### src/hdl/ser_cfg.svh
/*
 Constants of the status event reporting block: widths, bit positions and preset values.
 Assumes inclusion by bare name from the package and the design module.
*/
`ifndef SER_CFG_SVH
`define SER_CFG_SVH
`define SER_REG_W        16
`define SER_STB_W        8
`define SER_ESR_W        8
`define SER_STB_QUES_BIT 3
`define SER_STB_ESR_BIT  5
`define SER_STB_RQS_BIT  6
`define SER_STB_OPER_BIT 7
`define SER_QUES_LIM_BIT 9
`define SER_OPER_MEAS    4
`define SER_OPER_WTRG    5
`define SER_OPER_TRIG    6
`define SER_PTR_PRESET   16'hffff
`define SER_NTR_PRESET   16'h0000
`define SER_ZERO16       16'h0000
`endif

### src/hdl/ser_pkg.sv
/*
 Types of the status event reporting block.
 Assumes the constants header is on the include path.
*/
`include "ser_cfg.svh"
package ser_pkg;
   // One status register group's software-written configuration.
   typedef struct packed
   {
      logic [`SER_REG_W-1:0] ptr;
      logic [`SER_REG_W-1:0] ntr;
      logic [`SER_REG_W-1:0] ena;
   } ser_cfg_s;

   // Which part a read strobe addresses.
   typedef enum logic [1:0]
   {
      SER_SEL_OPER = 2'h0,
      SER_SEL_QUES = 2'h1,
      SER_SEL_LIM  = 2'h3,
      SER_SEL_ESR  = 2'h2
   } ser_sel_e;
endpackage : ser_pkg

### src/hdl/ser_status_event.sv
/*
 Status event reporting structure: operation, questionable and limit sub-register groups,
 each with condition, transition filters, clear-on-read event and enable parts, feeding
 the status byte and a service request; plus a clear-on-read standard event register.
 Assumes all inputs synchronous to core_clk_in; one read strobe per query.
*/
// Notes on behaviour
// - Condition reads return live source state and change nothing.
// - Event reads return latched bits then clear that event part.
// - Negative filter bit set: condition falling 1 to 0 sets event bit.
// - Positive filter bit set: condition rising 0 to 1 sets event bit.
// - Summary bit rises when an event bit and its enable are both one.
// - Questionable summary sits in status byte bit 3, enable value 8.
// - Status byte bit 6 is set while any status byte bit enabled for service request is one.
// - Limit violation summary occupies questionable bit 9, value 512.
// - Operation condition: running 16, awaiting trigger 32, triggered 64.
// - Standard event register query returns contents then clears all bits.
// - Preset: positive filters all one; negative filters, events, operation and questionable enables cleared; limit enable kept.
// - Operation enabled-event summary drives status byte bit 7.
`include "ser_cfg.svh"
module ser_status_event
   import ser_pkg::*;
#(
   parameter int W = `SER_REG_W
)
(
   input  wire logic                  core_clk_in,        // 10 MHz clock.
   input  wire logic                  rst_n_in,           // Async reset, active low.
   input  wire logic                  preset_in,          // Status preset pulse.
   input  wire logic                  acq_running_in,     // Acquisition running level.
   input  wire logic                  awaiting_trigger_in,// Waiting for trigger level.
   input  wire logic                  triggered_in,       // Triggered level.
   input  wire logic [W-1:0]          oper_other_in,      // Other operation condition bits.
   input  wire logic [W-1:0]          ques_cond_in,       // Questionable conditions.
   input  wire logic [W-1:0]          lim_cond_in,        // Per-measurement limit conditions.
   input  wire ser_cfg_s              oper_cfg_in,        // Operation filters and enable.
   input  wire ser_cfg_s              ques_cfg_in,        // Questionable filters and enable.
   input  wire ser_cfg_s              lim_cfg_in,         // Limit filters and enable.
   input  wire logic                  cfg_wr_in,          // Load the three configurations.
   input  wire logic [`SER_STB_W-1:0] srq_ena_in,         // Service request enable mask.
   input  wire logic [`SER_ESR_W-1:0] esr_set_in,         // Standard event set pulses.
   input  wire logic [`SER_ESR_W-1:0] esr_ena_in,         // Standard event enable mask.
   input  wire logic                  rd_cond_in,         // Condition read strobe.
   input  wire logic                  rd_event_in,        // Event read strobe.
   input  wire ser_sel_e              rd_sel_in,          // Part addressed by the read.
   output logic [W-1:0]               rd_data_out,        // Read data.
   output logic                       rd_valid_out,       // Read data valid pulse.
   output logic [`SER_STB_W-1:0]      stb_out,            // Status byte.
   output logic                       srq_out             // Service request pulse.
);

   ser_cfg_s        oper_cfg;
   ser_cfg_s        ques_cfg;
   ser_cfg_s        lim_cfg;
   logic [W-1:0]    oper_cond;
   logic [W-1:0]    oper_prev;
   logic [W-1:0]    oper_evt;
   logic [W-1:0]    lim_prev;
   logic [W-1:0]    lim_evt;
   logic [W-1:0]    ques_cond;
   logic [W-1:0]    ques_prev;
   logic [W-1:0]    ques_evt;
   logic [`SER_ESR_W-1:0] esr;
   logic            oper_sum;
   logic            ques_sum;
   logic            lim_sum;
   logic            esr_sum;
   logic            rqs_cond;
   logic            rqs_prev;
   logic [`SER_STB_W-1:0] next_stb;
   logic            rd_oper_evt;
   logic            rd_ques_evt;
   logic            rd_lim_evt;
   logic            rd_esr;

   // Transition filter: positive and negative edges that the filters pass.
   function automatic logic [W-1:0] edges(input logic [W-1:0] cur, input logic [W-1:0] prev,
                                          input logic [W-1:0] ptr, input logic [W-1:0] ntr);
      edges = (cur & ~prev & ptr) | (~cur & prev & ntr);
   endfunction : edges

   // Operation condition part mirrors the live acquisition states.
   always_comb
   begin
      oper_cond                 = oper_other_in;
      oper_cond[`SER_OPER_MEAS] = acq_running_in;
      oper_cond[`SER_OPER_WTRG] = awaiting_trigger_in;
      oper_cond[`SER_OPER_TRIG] = triggered_in;
   end

   // Summaries of enabled events; limit summary enters questionable bit 9.
   always_comb
   begin
      lim_sum  = |(lim_evt & lim_cfg.ena);
      oper_sum = |(oper_evt & oper_cfg.ena);
      ques_sum = |(ques_evt & ques_cfg.ena);
      esr_sum  = |(esr & esr_ena_in);
      ques_cond                    = ques_cond_in;
      ques_cond[`SER_QUES_LIM_BIT] = lim_sum;
   end

   // Read strobes that clear an event part; a condition read in the same cycle wins,
   // so its event bits are neither returned nor lost.
   always_comb
   begin
      rd_oper_evt = rd_event_in && !rd_cond_in && (rd_sel_in == SER_SEL_OPER);
      rd_ques_evt = rd_event_in && !rd_cond_in && (rd_sel_in == SER_SEL_QUES);
      rd_lim_evt  = rd_event_in && !rd_cond_in && (rd_sel_in == SER_SEL_LIM);
      rd_esr      = rd_event_in && !rd_cond_in && (rd_sel_in == SER_SEL_ESR);
   end

   // Status byte assembly and request condition.
   always_comb
   begin
      next_stb                      = '0;
      next_stb[`SER_STB_QUES_BIT]   = ques_sum;
      next_stb[`SER_STB_OPER_BIT]   = oper_sum;
      next_stb[`SER_STB_ESR_BIT]    = esr_sum;
      rqs_cond                      = |(next_stb & srq_ena_in);
      next_stb[`SER_STB_RQS_BIT]    = rqs_cond;
   end

   // Configuration registers; preset overrides a write.
   always_ff @(posedge core_clk_in or negedge rst_n_in)
   begin
      if (!rst_n_in)
      begin
         oper_cfg <= '{`SER_PTR_PRESET, `SER_NTR_PRESET, `SER_ZERO16};
         ques_cfg <= '{`SER_PTR_PRESET, `SER_NTR_PRESET, `SER_ZERO16};
         lim_cfg  <= '{`SER_PTR_PRESET, `SER_NTR_PRESET, `SER_ZERO16};
      end
      else if (preset_in)
      begin
         oper_cfg <= '{`SER_PTR_PRESET, `SER_NTR_PRESET, `SER_ZERO16};
         ques_cfg <= '{`SER_PTR_PRESET, `SER_NTR_PRESET, `SER_ZERO16};
         lim_cfg  <= '{`SER_PTR_PRESET, `SER_NTR_PRESET, lim_cfg.ena};
      end
      else if (cfg_wr_in)
      begin
         oper_cfg <= oper_cfg_in;
         ques_cfg <= ques_cfg_in;
         lim_cfg  <= lim_cfg_in;
      end
   end

   // Previous condition values for edge detection.
   always_ff @(posedge core_clk_in or negedge rst_n_in)
   begin
      if (!rst_n_in)
      begin
         oper_prev <= '0;
         ques_prev <= '0;
         lim_prev  <= '0;
      end
      else
      begin
         oper_prev <= oper_cond;
         ques_prev <= ques_cond;
         lim_prev  <= lim_cond_in;
      end
   end

   // Event parts: new edges win over a clearing read; preset clears.
   always_ff @(posedge core_clk_in or negedge rst_n_in)
   begin
      if (!rst_n_in)
      begin
         oper_evt <= '0;
         ques_evt <= '0;
         lim_evt  <= '0;
      end
      else if (preset_in)
      begin
         oper_evt <= '0;
         ques_evt <= '0;
         lim_evt  <= '0;
      end
      else
      begin
         // Bits hold until read, regardless of the condition returning.
         oper_evt <= (rd_oper_evt ? '0 : oper_evt)
                   | edges(oper_cond, oper_prev, oper_cfg.ptr, oper_cfg.ntr);
         ques_evt <= (rd_ques_evt ? '0 : ques_evt)
                   | edges(ques_cond, ques_prev, ques_cfg.ptr, ques_cfg.ntr);
         lim_evt  <= (rd_lim_evt ? '0 : lim_evt)
                   | edges(lim_cond_in, lim_prev, lim_cfg.ptr, lim_cfg.ntr);
      end
   end

   // Standard event register: query returns then clears, new sets survive.
   always_ff @(posedge core_clk_in or negedge rst_n_in)
   begin
      if (!rst_n_in)
         esr <= '0;
      else
         esr <= (rd_esr ? '0 : esr) | esr_set_in;
   end

   // Read port: condition reads are side-effect free.
   always_ff @(posedge core_clk_in or negedge rst_n_in)
   begin
      if (!rst_n_in)
      begin
         rd_data_out  <= '0;
         rd_valid_out <= 1'b0;
      end
      else
      begin
         rd_valid_out <= rd_cond_in | rd_event_in;
         rd_data_out  <= '0;
         if (rd_cond_in)
         begin
            unique case (rd_sel_in)
               SER_SEL_OPER: rd_data_out <= oper_cond;
               SER_SEL_QUES: rd_data_out <= ques_cond;
               SER_SEL_LIM:  rd_data_out <= lim_cond_in;
               SER_SEL_ESR:  rd_data_out <= {{(W-`SER_ESR_W){1'b0}}, esr};
            endcase
         end
         else if (rd_event_in)
         begin
            unique case (rd_sel_in)
               SER_SEL_OPER: rd_data_out <= oper_evt;
               SER_SEL_QUES: rd_data_out <= ques_evt;
               SER_SEL_LIM:  rd_data_out <= lim_evt;
               SER_SEL_ESR:  rd_data_out <= {{(W-`SER_ESR_W){1'b0}}, esr};
            endcase
         end
      end
   end

   // Status byte register and service request edge.
   always_ff @(posedge core_clk_in or negedge rst_n_in)
   begin
      if (!rst_n_in)
      begin
         stb_out  <= '0;
         rqs_prev <= 1'b0;
         srq_out  <= 1'b0;
      end
      else
      begin
         stb_out  <= next_stb;
         rqs_prev <= rqs_cond;
         srq_out  <= rqs_cond & ~rqs_prev;
      end
   end

   // Event read clears the part one cycle later unless a new edge arrives.
   a_evt_read_clr: assert property (@(posedge core_clk_in) disable iff (!rst_n_in)
      rd_lim_evt && !preset_in && (edges(lim_cond_in, lim_prev, lim_cfg.ptr, lim_cfg.ntr) == '0)
      |=> lim_evt == '0)
      else $error("limit event part not cleared by read");
   a_cond_read_keep: assert property (@(posedge core_clk_in) disable iff (!rst_n_in)
      rd_cond_in && !preset_in |=> (lim_evt & $past(lim_evt)) == $past(lim_evt))
      else $error("condition read disturbed event part");
   a_pos_edge_set: assert property (@(posedge core_clk_in) disable iff (!rst_n_in)
      !preset_in && lim_cond_in[0] && !lim_prev[0] && lim_cfg.ptr[0] |=> lim_evt[0])
      else $error("rising edge not latched");
   a_neg_edge_set: assert property (@(posedge core_clk_in) disable iff (!rst_n_in)
      !preset_in && !lim_cond_in[0] && lim_prev[0] && lim_cfg.ntr[0] |=> lim_evt[0])
      else $error("falling edge not latched");
   a_evt_sticky: assert property (@(posedge core_clk_in) disable iff (!rst_n_in)
      oper_evt[0] && !rd_oper_evt && !preset_in |=> oper_evt[0])
      else $error("event bit lost without read");
   a_lim_to_stb: assert property (@(posedge core_clk_in) disable iff (!rst_n_in)
      lim_sum && ques_cfg.ptr[`SER_QUES_LIM_BIT] && ques_cfg.ena[`SER_QUES_LIM_BIT]
      && !ques_prev[`SER_QUES_LIM_BIT] && !preset_in && !cfg_wr_in
      ##1 !rd_ques_evt && !preset_in |=> stb_out[`SER_STB_QUES_BIT])
      else $error("limit summary did not reach status byte");
   a_oper_sum_bit: assert property (@(posedge core_clk_in) disable iff (!rst_n_in)
      oper_sum |=> stb_out[`SER_STB_OPER_BIT])
      else $error("operation summary missing from bit 7");
   a_rqs_bit: assert property (@(posedge core_clk_in) disable iff (!rst_n_in)
      ((ques_sum && srq_ena_in[`SER_STB_QUES_BIT]) || (oper_sum && srq_ena_in[`SER_STB_OPER_BIT])
      || (esr_sum && srq_ena_in[`SER_STB_ESR_BIT])) && !stb_out[`SER_STB_RQS_BIT]
      |=> srq_out && stb_out[`SER_STB_RQS_BIT])
      else $error("request not issued with bit 6");
   a_oper_weights: assert property (@(posedge core_clk_in) disable iff (!rst_n_in)
      rd_cond_in && rd_sel_in == SER_SEL_OPER |=> rd_data_out[6:4]
      == $past({triggered_in, awaiting_trigger_in, acq_running_in}))
      else $error("operation weights wrong");
   a_esr_clear: assert property (@(posedge core_clk_in) disable iff (!rst_n_in)
      rd_esr && esr_set_in == '0 |=> esr == '0)
      else $error("event status register not cleared");
   a_preset_cfg: assert property (@(posedge core_clk_in) disable iff (!rst_n_in)
      preset_in |=> ques_cfg.ptr == `SER_PTR_PRESET && ques_cfg.ena == '0 && ques_evt == '0)
      else $error("preset values wrong");

endmodule : ser_status_event

### config.mk
export PLATFORM = sky130hd
export DESIGN_NAME = ser_status_event
export DESIGN_NICKNAME = d
export VERILOG_FILES = /design/src/hdl/ser_pkg.sv /design/src/hdl/ser_status_event.sv
export VERILOG_INCLUDE_DIRS = /design/src /design/src/hdl
export SDC_FILE = /design/constraint.sdc
export NUM_CORES = 1
export LEC_CHECK = 0
export CAP_MARGIN = 20
export CORE_UTILIZATION = 35
export CTS_CLUSTER_DIAMETER = 50
export DETAILED_ROUTE_END_ITERATION = 16
export DONT_BUFFER_PORTS = 1
export GPL_ROUTABILITY_DRIVEN = 0
export HOLD_SLACK_MARGIN = 0.1
export PLACE_DENSITY_LB_ADDON = 0.25
export SYNTH_ARGS = -nofsm -noshare
export SYNTH_HDL_FRONTEND = slang
export SYNTH_SLANG_ARGS = --single-unit
### constraint.sdc
create_clock -name core_clk_in -period 5.1 [get_ports core_clk_in]
set_clock_uncertainty 0.2 [all_clocks]
set_input_delay 0.51 -clock core_clk_in [delete_from_list [all_inputs] [get_ports core_clk_in]]
set_output_delay 0.51 -clock core_clk_in [all_outputs]
set_load 0.05 [all_outputs]
==> run summary, run 1 <==
The count of input and output buffers was 0. After Yosys synthesis, XOR and XNOR cells account for 0% of the synthesized area. The synthesized-area fraction occupied by adder cells works out to 0%. From bottom edge to top edge, the die measures 184 um. The cell count after synthesis is 979. The synthesized netlist devotes 12.7% of its cell area to compound gates.

Yosys printed 0 warnings. Counting every sink on the clock net gives 270. The number of setup buffers added after CTS is 0. By area the synthesized netlist is led by sky130_fd_sc_hd__dfrtp_1, sky130_fd_sc_hd__dfstp_2, sky130_fd_sc_hd__mux2i_1. The run gives 66 as the floorplan row count. The number of distinct library cell variants in the gate-level netlist after synthesis is 33. Last stage reached: clock tree synthesis (4_1_cts). The starting density of the core came out at 35.6%.

The basic-gate share of the synthesized area counting and, or, nand and nor cells was 12.8%. The first error in the log reads "[ERROR RSZ-0060] Max buffer count reached". Of the post-synthesis cell area, the part taken by muxes is 12.9%.

The longest clock path from root to sink contains 3 buffers. Measured along the x axis, the die boundary spans 184 um. Including well taps, the total number of placed cells is 1,361. After synthesis, the largest area contributor takes up 47.9% of total cell area. The combinational family with the most area after synthesis is multiplexers. The cell type with the largest total area after synthesis was sky130_fd_sc_hd__dfrtp_1. The mean area per synthesized cell is 11.8 um2. In this run, post-CTS hold repair placed 287 buffers.

Flop and latch count out of synthesis: 270. The run stopped with a tool error. The HPWL after detailed placement is 23,600 um, and the total standard cell area after synthesis is 0.0116 mm2.

In this run, post-CTS repair resized a total of 0 instances. For the number of primary I/O pins, the log shows 253. The cell sitting at the root of the clock tree is a sky130_fd_sc_hd__clkbuf_16. For the maximum level of the CTS H-tree, the log shows 2.

The run gives 58.8% as the share of synthesized area occupied by flip-flops and latches. The run gives 38 as the CTS buffer count.
-- cells by family after synthesis --
logic type,count (synthesis)
simple gates,302
mux,127
other cells,1
flops,270
compound gates,213
buf+inv,66
-- per-stage QoR --
step,setup slack (ns),instance area [um2]
floorplan,3.14,11600
global placement,2.72,11800
detailed placement,2.72,11800
-- Yosys cell counts (all sizes together) --
library cell and n:
nor2 129, clkbuf 33, nor2b 50, nand2 64
buf 31, and2 1, nand3 1, mux2 16
a31oi 2, nand4 3, nand3b 49, inv 2
a21o 8, or2 1, or3b 3, mux2i 95
a222oi 1, a221oi 12, dfstp 48, o21ai 62
a21oi 48, a211o 48, conb 1, and4 1
a22oi 5, a22o 27, mux4 16, dfrtp 222
==> run 2, diff against run 1 <==
--- a/config.mk
+++ b/config.mk
@@ -7,13 +7,11 @@
 export NUM_CORES = 1
 export LEC_CHECK = 0
 export CAP_MARGIN = 20
-export CORE_UTILIZATION = 35
-export CTS_CLUSTER_DIAMETER = 50
+export CORE_UTILIZATION = 20
 export DETAILED_ROUTE_END_ITERATION = 16
 export DONT_BUFFER_PORTS = 1
 export GPL_ROUTABILITY_DRIVEN = 0
-export HOLD_SLACK_MARGIN = 0.1
-export PLACE_DENSITY_LB_ADDON = 0.25
+export PLACE_DENSITY_LB_ADDON = 0.15
 export SYNTH_ARGS = -nofsm -noshare
 export SYNTH_HDL_FRONTEND = slang
 export SYNTH_SLANG_ARGS = --single-unit
==> run summary, run 2 <==
The flow ran to the end, but the final reports show violations. The checks that failed: negative hold slack. Broken down by cell family, the worst path's largest delay share belongs to compound AO/OA/AOI/OAI gates. The run gives 0 as the remaining design rule violation count.

The delay of the slowest critical-path stage was 0.62 ns; the upper clock frequency limit was 366 MHz. The library cells used most frequently in the layout, excluding fill and tap cells, are sky130_fd_sc_hd__dlygate4sd3_1, sky130_fd_sc_hd__dfrtp_1, sky130_fd_sc_hd__nor2_1. In this run the worst path has a maximum fanout of 3. The logs give 527 for the number of design-rule violations left by the first detailed-router iteration and 979 (unchanged) for the cell count after synthesis. In this run the worst hold path is classified as primary input to async pin. Data arrives at the worst endpoint at 2.94 ns.

Before antenna repair, the detailed router went through 5 iterations. The most instantiated library cell after synthesis is sky130_fd_sc_hd__dfrtp_1. The die boundary height came out at 243 um (+32%). The mean area per synthesized cell works out to 11.8 um2 (unchanged). The worst register-to-register path ends at srq_out. The proportion of netlist area held by the largest area contributor is 47.9% (unchanged), and the count of endpoints failing hold in the final timing report is 270.

The critical path goes through a22o_1 > a221oi_1 > nand4_1 > a222oi_1 > dlygate4sd3_1 > nor2_1. The starting density of the core is 20.4% (-15 points). The number of enable-type register cells in the synthesized netlist is 0 (unchanged), and the number of nets in the layout is 1,507. The leftover overflow at the end of global routing came out at 0. The tightest hold margin is -0.536 ns, and the setup slack of the most critical reg-to-reg path is 2.37 ns. CTS buffer count: 38 (unchanged). In this run the static leakage power is 6.85 nW.

The run gives 15.5% as the total routing resource utilization after global routing. The run gives 45,700 um as the overall routed net length. The number of buffer and inverter instances along the worst setup path works out to 1.

The share of synthesized flip-flops with an asynchronous set or reset is 100% (unchanged), and the share of synthesized area occupied by flip-flops and latches is 58.8% (unchanged). The total die area was 0.0589 mm2; the largest net degree at the start of global routing was 271. Across the run, the number of max-cap violations was 0.

The critical path ends at srq_out. The run gives 0.55 ns as the clock network latency to the later pin of the worst-skew pair. The critical path start-end classification is flip-flop to flip-flop. At the worst endpoint, the required time is 5.31 ns. The share of the cycle needed by the critical path after routing works out to 53.5%. The post-cts hold buffer count was 321 (+12%); the areal power density over the cells was 342 mW/mm2. Clock-pin slew was measured on the worst setup and hold paths at 0.06 ns. Setup repair after global routing left no endpoint under its margin.

The run gives 0 as the post-route antenna net violation count. The total stage count of the critical path was 6; the maximum level of the CTS H-tree was 2 (unchanged). The Yosys warning count came out at 0 (unchanged).

The flop and latch count out of synthesis came out at 270 (unchanged). Across the VDD grid, the largest voltage drop is 0.000186 V. The HPWL after detailed placement came out at 30,200 um (+28%).

The fraction of layout cells with a size suffix above 1 is 11.4%, and the die outline width is 243 um (+32%). The run gives 25.8% as the normalized max-slew margin. Measured in cells, the most critical reg-to-reg path has a length of 6.

The count of input and output buffers is 0 (unchanged). After synthesis, the most frequently instantiated cells are sky130_fd_sc_hd__dfrtp_1, sky130_fd_sc_hd__nor2_1, sky130_fd_sc_hd__mux2i_1. The post-layout minimum cycle time is 2.73 ns.

The slowest stage of the critical path is the sky130_fd_sc_hd__dlygate4sd3_1 cell. The run gives 0 as the count of endpoints failing setup in the final report. For the floorplan row count, the log shows 87 (+32%). The first global-routing pass estimated 66,300 um of wire. The number of distinct library cell variants in the gate-level netlist after synthesis was 33 (unchanged). Overall power consumption after layout is estimated at 5.70 mW.

The largest registers in the layout are lim_cfg (48), oper_cfg (48), ques_cfg (48). The most used flip-flop cell after synthesis is sky130_fd_sc_hd__dfrtp_1. The worst setup path is launched from a flip-flop. The transition at the pin with the smallest max-transition slack works out to 1.11 ns. In the post-synthesis netlist, the biggest area contributors are sky130_fd_sc_hd__dfrtp_1, sky130_fd_sc_hd__dfstp_2, sky130_fd_sc_hd__mux2i_1. The run gives 9,453 as the via count of the first global-routing pass.

The sum of negative setup slack was 0 ns. Startpoint of the worst-slack reg-to-reg timing path: ques_evt[15]. The run gives 8,890 as the vias after detailed routing. The worst setup path is captured at a flip-flop.

TritonCTS built the clock tree. After floorplanning, the core was sized to cover 0.0568 mm2. The run gives 0 (unchanged) as the setup fix buffers added after clock tree synthesis. Max-slew violation count: 0. Dividing the detail-routed via count by the number of cells gives 4.29. The tools report the start point of the critical path as ques_evt[15]. For the number of gates resized after CTS, the log shows 0 (unchanged).

The area overhead of the layout relative to synthesis is 43.9%, and the initial antenna violation count is 9. In this run the clock root is driven by a sky130_fd_sc_hd__clkbuf_16. The number of sinks on the clock net came out at 270 (unchanged). Cell type with the largest total area after synthesis: sky130_fd_sc_hd__dfrtp_1.

Total standard cell area after synthesis: 0.0116 mm2 (unchanged). The number of primary I/O pins is 253 (unchanged), and the largest buffer count on any clock path is 3 (unchanged). The average routed wire per standard cell is 22.1 um. The most common library cell in the layout ignoring fill and taps was sky130_fd_sc_hd__dlygate4sd3_1.
run 2: cells by family after synthesis:
kind of cell,share of synthesized area (%)
and+or+nand+nor,12.8
other,0.0323
AOI/OAI and AO/OA,12.7
DFF,58.8
muxes,12.9
buffers and inverters,2.83
run 2: power by group:
group	switching, mW	leakage [nW]	internal, mW
sequential	0.201	3.29	2.31
combinational	0.220	2.98	0.375
clock	1.02	0.577	1.57
run 2: worst min path at each step:
stage                        end  cells after the start
detailed placement  ques_cfg[17]                      0
CTS                 ques_cfg[23]                      0
global route        ques_cfg[10]                      0
floorplan                 esr[0]                      0
finish              ques_cfg[23]                      0
global placement    ques_cfg[17]                      0
run 2: cell type report:
type | count | area (um2)
antenna | 6 | 15.0
clock buffer | 62 | 1130
clock inverter | 7 | 71.3
fill | 5946 | 40100
inverter | 2 | 7.51
multi-input combinational | 646 | 4460
sequential | 270 | 6820
tap | 756 | 946
timing repair buffer | 322 | 3240
run 2: metal layers:
metal  global-route usage, %  part of all wire (%)
met1                    20.4                    45
met2                    24.6                    46
met3                    4.08                   6.4
met4                    5.20                   2.4
met5                       0                     0
run 2: through the flow:
stage          cells  setup WS (ns)  utilization, %  cell area (um2)
5_1_grt         2068           2.26            29.4            16700
3_5_place_dp    1675           2.61            21.5            12200
3_3_place_gp    1675           2.62            21.5            12200
2_1_floorplan    982           3.14               -            11600
4_1_cts         2065           2.34            29.3            16700
6_report        2071           2.37            29.4            16700
Power figures use the tool's default switching activity.
==> run 3, diff against run 2 <==
==> constraint.sdc (replaced) <==
create_clock -name core_clk_in -period 2.7 [get_ports core_clk_in]
set_clock_uncertainty 0.2 [all_clocks]
set_input_delay 0.27 -clock core_clk_in [delete_from_list [all_inputs] [get_ports core_clk_in]]
set_output_delay 0.27 -clock core_clk_in [all_outputs]
set_load 0.05 [all_outputs]
==> run summary, run 3 (same netlist as run 2, synthesis figures left out) <==
The logs give 21,600 um (+2.8%) for the routed wire length on met2 and 67,100 um (+1.2%) for the wire length of the first global-routing pass. Leaving out fill and tap cells, the most frequent cell in the layout is sky130_fd_sc_hd__dlygate4sd3_1. The clock slew at the register clock pins of the worst setup and hold paths works out to 0.05 ns (about the same). The share of the cycle needed by the critical path after routing is 96.3% (+43 points). The leftover overflow at the end of global routing is 0 (unchanged), and the total routing resource utilization after global routing is 15.7% (+0.15 points).

The initial antenna violation count is 9 (unchanged). The count of endpoints failing setup in the final report is 0 (unchanged), and the areal power density over the cells is 646 mW/mm2 (+89%). The tools report the sum of negative setup slack as 0 ns (unchanged). The run finished, with violations left. Count of input and output buffers: 0 (unchanged). Die outline width: 243 um (unchanged). In the final layout, the registers with the most flip-flops are lim_cfg (48), oper_cfg (48), ques_cfg (48). The largest buffer count on any clock path came out at 3 (unchanged). The number of nets in the layout came out at 1,525 (+1.2%). TritonCTS built the clock tree. The die boundary height works out to 243 um (unchanged).

The category of the worst setup path capture point was a flip-flop. Largest driver fanout on the critical path: 4 (+1). The average routed wire per standard cell works out to 22.1 um (+0.38%).

The total non-filler cell area in the finished layout is 0.0169 mm2 (+1.1%), and the post-layout minimum cycle time is 2.60 ns (-0.127 ns). Largest net degree at the start of global routing: 271 (unchanged). For the final standard cell utilization of the core, the log shows 29.7% (+0.33 points). The via count of the first global-routing pass was 9,536 (+0.88%). The logs give -0.783 ns (-0.247 ns) for the tightest hold margin and 46,200 um (+1.1%) for the overall routed net length.

The run gives 2,086 (+0.72%) as the final cell count without fillers. The number of vias per cell came out at 4.29 (about the same). The number of fillers in the final layout was 6,003 (+0.96%). The setup path with the least slack is of type flip-flop to flip-flop. The remaining design rule violation count is 0 (unchanged). Max-slew violation count: 0 (unchanged). The total length of routed met3 wires came out at 2760 um (-6.1%).

Fraction of layout cells with a size suffix above 1: 11.5% (+0.16 points). Capture instance of the worst register-to-register path: rd_data_out[9]. The tools report the placement-stage cell area as 0.0123 mm2 (+0.31%). The final reports fail on negative hold slack.

The number of cells on the worst reg-to-reg path came out at 6 (unchanged). In this run the worst hold path is classified as primary input to async pin. The data arrival time of the worst path was 2.83 ns (-0.11 ns); the maximum vdd ir drop was 0.000416 V (+120%).

The uppermost signal routing layer after detailed routing was met5. The tools report the total die area as 0.0589 mm2 (unchanged). In this run the critical register-to-register path is launched from lim_evt[5].

STA classifies the critical path startpoint as a flip-flop. The logs give 253 (unchanged) for the number of primary I/O pins and 8,955 (+0.73%) for the vias after detailed routing. The run gives 0.1 ns (-2.27 ns) as the setup slack of the most critical reg-to-reg path. The transition at the pin with the smallest max-transition slack works out to 1.01 ns (-0.105 ns). HPWL after detailed placement: 30,400 um (+0.75%). Starting density of the core: 20.4% (unchanged). The required time of the critical path is 2.93 ns (-2.38 ns). Setup repair after global routing left no endpoint under its margin. The tools report the CTS buffer count as 37 (-2.6%). The post-cts hold buffer count was 335 (+4.4%).

The number of optimization iterations in the first detailed-route pass was 5 (unchanged); the number of design-rule violations left by the first detailed-router iteration was 433 (-18%). The top cell types in the final layout, fill and taps aside, are sky130_fd_sc_hd__dlygate4sd3_1, sky130_fd_sc_hd__dfrtp_1, sky130_fd_sc_hd__nor2_1. The post-route antenna net violation count was 0 (unchanged). The count of endpoints failing hold in the final timing report is 271 (+0.37%), and the met1 layer wirelength in the final routing is 20,700 um (+0.79%). The run gives 1,680 (+0.30%) as the number of placed instances, taps included. The max-cap violation count came out at 0 (unchanged). The setup fix buffers added after clock tree synthesis is 0 (unchanged), and the normalized max-slew margin is 32.8% (+7.0 points). The core area is 0.0568 mm2 (unchanged). The upper clock frequency limit is 384 MHz (+4.9%). For the total leakage power, the log shows 7.00 nW (+2.1%). Clock network latency to the later pin of the worst-skew pair: 0.55 ns (about the same). Buffer type at the clock tree root: sky130_fd_sc_hd__clkbuf_16. The area overhead of the layout relative to synthesis works out to 45.5%.

The number of sinks on the clock net was 270 (unchanged). The floorplan row count was 87 (unchanged); the maximum level of the CTS H-tree was 2 (unchanged).
## run 3: changes by cell type in the layout (fill, tap and decap cells not counted), moves of 3 or more
| cell | before | now |
|---|---|---|
| sky130_fd_sc_hd__clkbuf_8 | 7 | 4 |
| sky130_fd_sc_hd__dlygate4sd3_1 | 320 | 331 |
| sky130_fd_sc_hd__buf_4 | 1 | 6 |
| sky130_fd_sc_hd__clkinvlp_4 | 3 | 0 |
## run 3: worst max-delay path by stage
stage,from,end,slack [ns],depth (start not counted)
after floorplan,rd_cond_in,oper_evt[10],0.98,8
after global placement,ques_evt[15],stb_out[6],0.45,5
after detailed placement,ques_evt[15],srq_out,0.48,5
after CTS,lim_evt[1],rd_data_out[9],0.07,6
after global routing,lim_evt[5],rd_data_out[9],0.02,6
final,lim_evt[5],rd_data_out[9],0.1,6
## run 3: power by group
part	internal [mW]	leakage (nW)	total (mW)	switching [mW]
clock	3.00	0.581	4.93	1.93
sequential	4.37	3.29	4.74	0.369
combinational	0.738	3.12	1.23	0.492
## run 3: stage by stage
step / setup slack, ns / power, mW / hold slack [ns]
4_1_cts: 0.0665 / 11.1 / -0.805
3_5_place_dp: 0.482 / 5.44 / -0.203
2_1_floorplan: 0.976 / 5.31 / -0.226
3_3_place_gp: 0.453 / 5.43 / -0.204
5_1_grt: 0.0174 / 11.4 / -0.812
6_report: 0.0986 / 10.9 / -0.783
## run 3: area by class of cell
cell class / count / area (um2) / area share (%)
antenna: 5 / 12.5 / 0.0742
clock buffer: 58 / 1070 / 6.32
clock inverter: 8 / 126 / 0.749
inverter: 2 / 7.51 / 0.0445
multi-input combinational: 646 / 4460 / 26.4
sequential: 270 / 6820 / 40.4
tap: 756 / 946 / 5.61
timing repair buffer: 341 / 3440 / 20.4
## run 3: repair_timing
| item | 4_1_cts | 5_1_grt |
|---|---|---|
| hold endpoints to repair | 536 | 270 |
| endpoints found under the setup margin | 0 | 8 |
| resized for setup | 0 | 1 |
## run 3: layer usage
metal  up-vias  global-route usage, %
met3        66                   3.68
met1      4528                   20.8
li1       4138                      -
met4         6                   4.53
met5         -                      0
met2       217                   25.3
## run 3: critical path: stages (launching register included)
cell,delay [ns]
sky130_fd_sc_hd__dfrtp_1,0.47
sky130_fd_sc_hd__a22o_1,0.26
sky130_fd_sc_hd__a221oi_1,0.25
sky130_fd_sc_hd__and4_1,0.44
sky130_fd_sc_hd__or3b_2,0.18
sky130_fd_sc_hd__a31oi_1,0.07
sky130_fd_sc_hd__dlygate4sd3_1,0.60
==> run 4, diff against run 3 <==
==> constraint.sdc (replaced) <==
create_clock -name core_clk_in -period 2.7 [get_ports core_clk_in]
set_clock_uncertainty 0.2 [all_clocks]
set_input_delay 0.54 -clock core_clk_in [delete_from_list [all_inputs] [get_ports core_clk_in]]
set_output_delay 0.54 -clock core_clk_in [all_outputs]
set_load 0.05 [all_outputs]
==> run summary, run 4 (same netlist as run 2, synthesis figures left out) <==
The post-route total power is 11.0 mW (+1.1%). The largest registers in the layout are lim_cfg (48), oper_cfg (48), ques_cfg (48). The HPWL after detailed placement was 30,300 um (-0.28%); the share of the cycle needed by the critical path after routing was 86.2% (-10 points).

The largest buffer count on any clock path was 3 (unchanged). The logs give 0.0568 mm2 (unchanged) for the core area and -0.506 ns (+0.276 ns) for the tightest hold margin. The tools report the number of nets in the layout as 1,485 (-2.6%). Delay of the slowest critical-path stage: 0.58 ns (-0.02 ns). The number of primary I/O pins is 253 (unchanged), and the clock slew at the register clock pins of the worst setup and hold paths is 0.06 ns (about the same).

The post-cts hold buffer count came out at 297 (-11%). STA classifies the critical path endpoint as a flip-flop. The die outline width is 243 um (unchanged), and the floorplan row count is 87 (unchanged). The run gives 270 (unchanged) as the number of sinks on the clock net. The buffer type at the clock tree root was sky130_fd_sc_hd__clkbuf_16.

The tools report the number of fillers in the final layout as 6,008 (+0.083%). The number of buffer and inverter instances along the worst setup path works out to 1 (unchanged). TritonCTS built the clock tree. Transition at the pin with the smallest max-transition slack: 0.948 ns (-0.0600 ns). The critical path in this run is classified as primary input to flip-flop.

The largest net degree at the start of global routing came out at 271 (unchanged). The tools report the total routing resource utilization after global routing as 15.7% (+0.037 points). The number of optimization iterations in the first detailed-route pass was 4 (-1); the normalized max-slew margin was 36.8% (+4.0 points). The slack of the critical path came out at 0.374 ns (+0.275 ns).

The max-slew violation count came out at 0 (unchanged). In the layout the commonest cells are sky130_fd_sc_hd__dlygate4sd3_1, sky130_fd_sc_hd__dfrtp_1, sky130_fd_sc_hd__nor2_1. The average routed wire per standard cell works out to 22.5 um (+1.7%).

The logs give 20.5% (-0.24 points) for the met1 usage and 0.00446 mm2 (unchanged) for the area of combinational cells with multiple inputs. The logs give 66,700 um (-0.59%) for the wire length of the first global-routing pass and 37 (unchanged) for the CTS buffer count. Walking the worst path, the cells encountered are and2_1 > nand2_1 > a21oi_1 > nor2_1 > dlygate4sd3_1. The final cell count without fillers came out at 2,052 (-1.6%). Data arrival time of the worst path: 2.55 ns (-0.28 ns). The die boundary height came out at 243 um (unchanged).

The tools report the required time of the critical path as 2.92 ns (about the same). For the maximum level of the CTS H-tree, the log shows 2 (unchanged). Count of endpoints failing hold in the final timing report: 270 (-0.37%). The layer flagged by global routing as most heavily used is met2.

Initial antenna violation count: 7 (-2). Largest driver fanout on the critical path: 37 (+33). Clock network latency to the later pin of the worst-skew pair: 0.54 ns (about the same). For the sequential cell area, the log shows 0.00682 mm2 (unchanged). The pre-CTS setup slack came out at 0.352 ns (-0.130 ns). Remaining design rule violation count: 0 (unchanged).

The library cell used most frequently in the layout, excluding fill and tap cells, is sky130_fd_sc_hd__dlygate4sd3_1. The upper clock frequency limit is 430 MHz (+12%), and the area overhead of the layout relative to synthesis is 42.8%. For the met2 track utilization from global routing, the log shows 25.1% (-0.15 points). The final reports fail on negative hold slack. The starting density of the core is 20.4% (unchanged), and the total leakage power is 6.91 nW (-1.2%).

The tools report the maximum vdd ir drop as 0.000375 V (-9.8%). The vias after detailed routing is 8,782 (-1.9%), and the post-layout minimum cycle time is 2.33 ns (-0.275 ns). Setup repair after global routing left no endpoint under its margin. The slowest library cell on the worst path was sky130_fd_sc_hd__nand2_1.

The count of input and output buffers works out to 0 (unchanged). Category of the worst setup path launch point: a primary input. The tools report the met3 track utilization from global routing as 4.38% (+0.70 points). The run gives 1,678 (-0.12%) as the number of placed instances, taps included.

The max-cap violation count was 0 (unchanged). For the number of design-rule violations left by the first detailed-router iteration, the log shows 454 (+4.8%). The count of endpoints failing setup in the final report was 0 (unchanged). The flow ran to the end, but the final reports show violations. The number of vias per cell was 4.28 (-0.31%).

Overall routed net length: 46,200 um (about the same). Leftover overflow at the end of global routing: 0 (unchanged). In this design, the largest share of critical-path delay is due to simple AND/OR/NAND/NOR gates. The kind of path behind the tightest hold check was primary input to async pin. The run gives 9,529 (-0.073%) as the via count of the first global-routing pass. Total die area: 0.0589 mm2 (unchanged).

The areal power density over the cells works out to 665 mW/mm2 (+3.0%). The setup fix buffers added after clock tree synthesis was 0 (unchanged); the fraction of layout cells with a size suffix above 1 was 12.0% (+0.42 points). The post-route antenna net violation count is 0 (unchanged). The tools report the sum of negative setup slack as 0 ns (unchanged).
==> run 4: cell type report <==
type | count | share of cell area [%]
Clock buffer | 57 | 6.61
Timing Repair Buffer | 301 | 18.2
Sequential cell | 270 | 41.2
Tap cell | 756 | 5.71
Antenna cell | 9 | 0.136
Inverter | 2 | 0.0453
Multi-Input combinational cell | 646 | 26.9
Clock inverter | 11 | 1.13
==> run 4: worst paths after layout <==
path                                  from         endpoint  slack [ns]  cells past startpoint
setup / recovery              rd_sel_in[0]      lim_evt[10]        0.37                      5
hold / removal                    rst_n_in     ques_cfg[23]       -0.51                      0
setup reg to reg              ques_evt[15]          srq_out        0.50                      5
hold reg to reg                 lim_cfg[4]       lim_cfg[4]        0.31                      1
max in group asynchronous         rst_n_in     oper_cfg[40]        2.35                      0
min in group core_clk_in   lim_cond_in[10]  rd_data_out[10]        0.04                      3
==> run 4: layer usage <==
layer | wire (um) | part of all wire, % | vias up
li1 | - | - | 4053
met1 | 21000 | 45 | 4472
met2 | 21500 | 47 | 206
met3 | 2740 | 5.9 | 49
met4 | 933 | 2.0 | 2
met5 | 13 | 0.028 | -
==> run 4: metrics by stage <==
stage               hold slack (ns)  area [um2]  util, %
floorplan                    0.0444       11600        -
global placement             0.0658       12300     21.6
detailed placement           0.0660       12300     21.6
CTS                          -0.539       16500     29.1
global route                 -0.542       16500     29.1
finish                       -0.506       16600     29.1
==> run 4: report_power, final <==
group	switching (mW)	internal (mW)
combinational	0.384	0.675
clock	1.93	3.27
sequential	0.382	4.37
==> run 4: worst register-to-register path, stage by stage (launching register included) <==
cell and delay, ns:
sky130_fd_sc_hd__dfrtp_1 0.44, sky130_fd_sc_hd__a22o_1 0.24, sky130_fd_sc_hd__a221oi_1 0.29, sky130_fd_sc_hd__nand4_1 0.32, sky130_fd_sc_hd__a222oi_1 0.51, sky130_fd_sc_hd__nor2_1 0.07
==> run 4: what timing repair did <==
item / in CTS / in global routing
endpoints found under the hold margin: 536 / 270
setup endpoints to repair: 0 / 0
gates resized for setup: 0 / 0
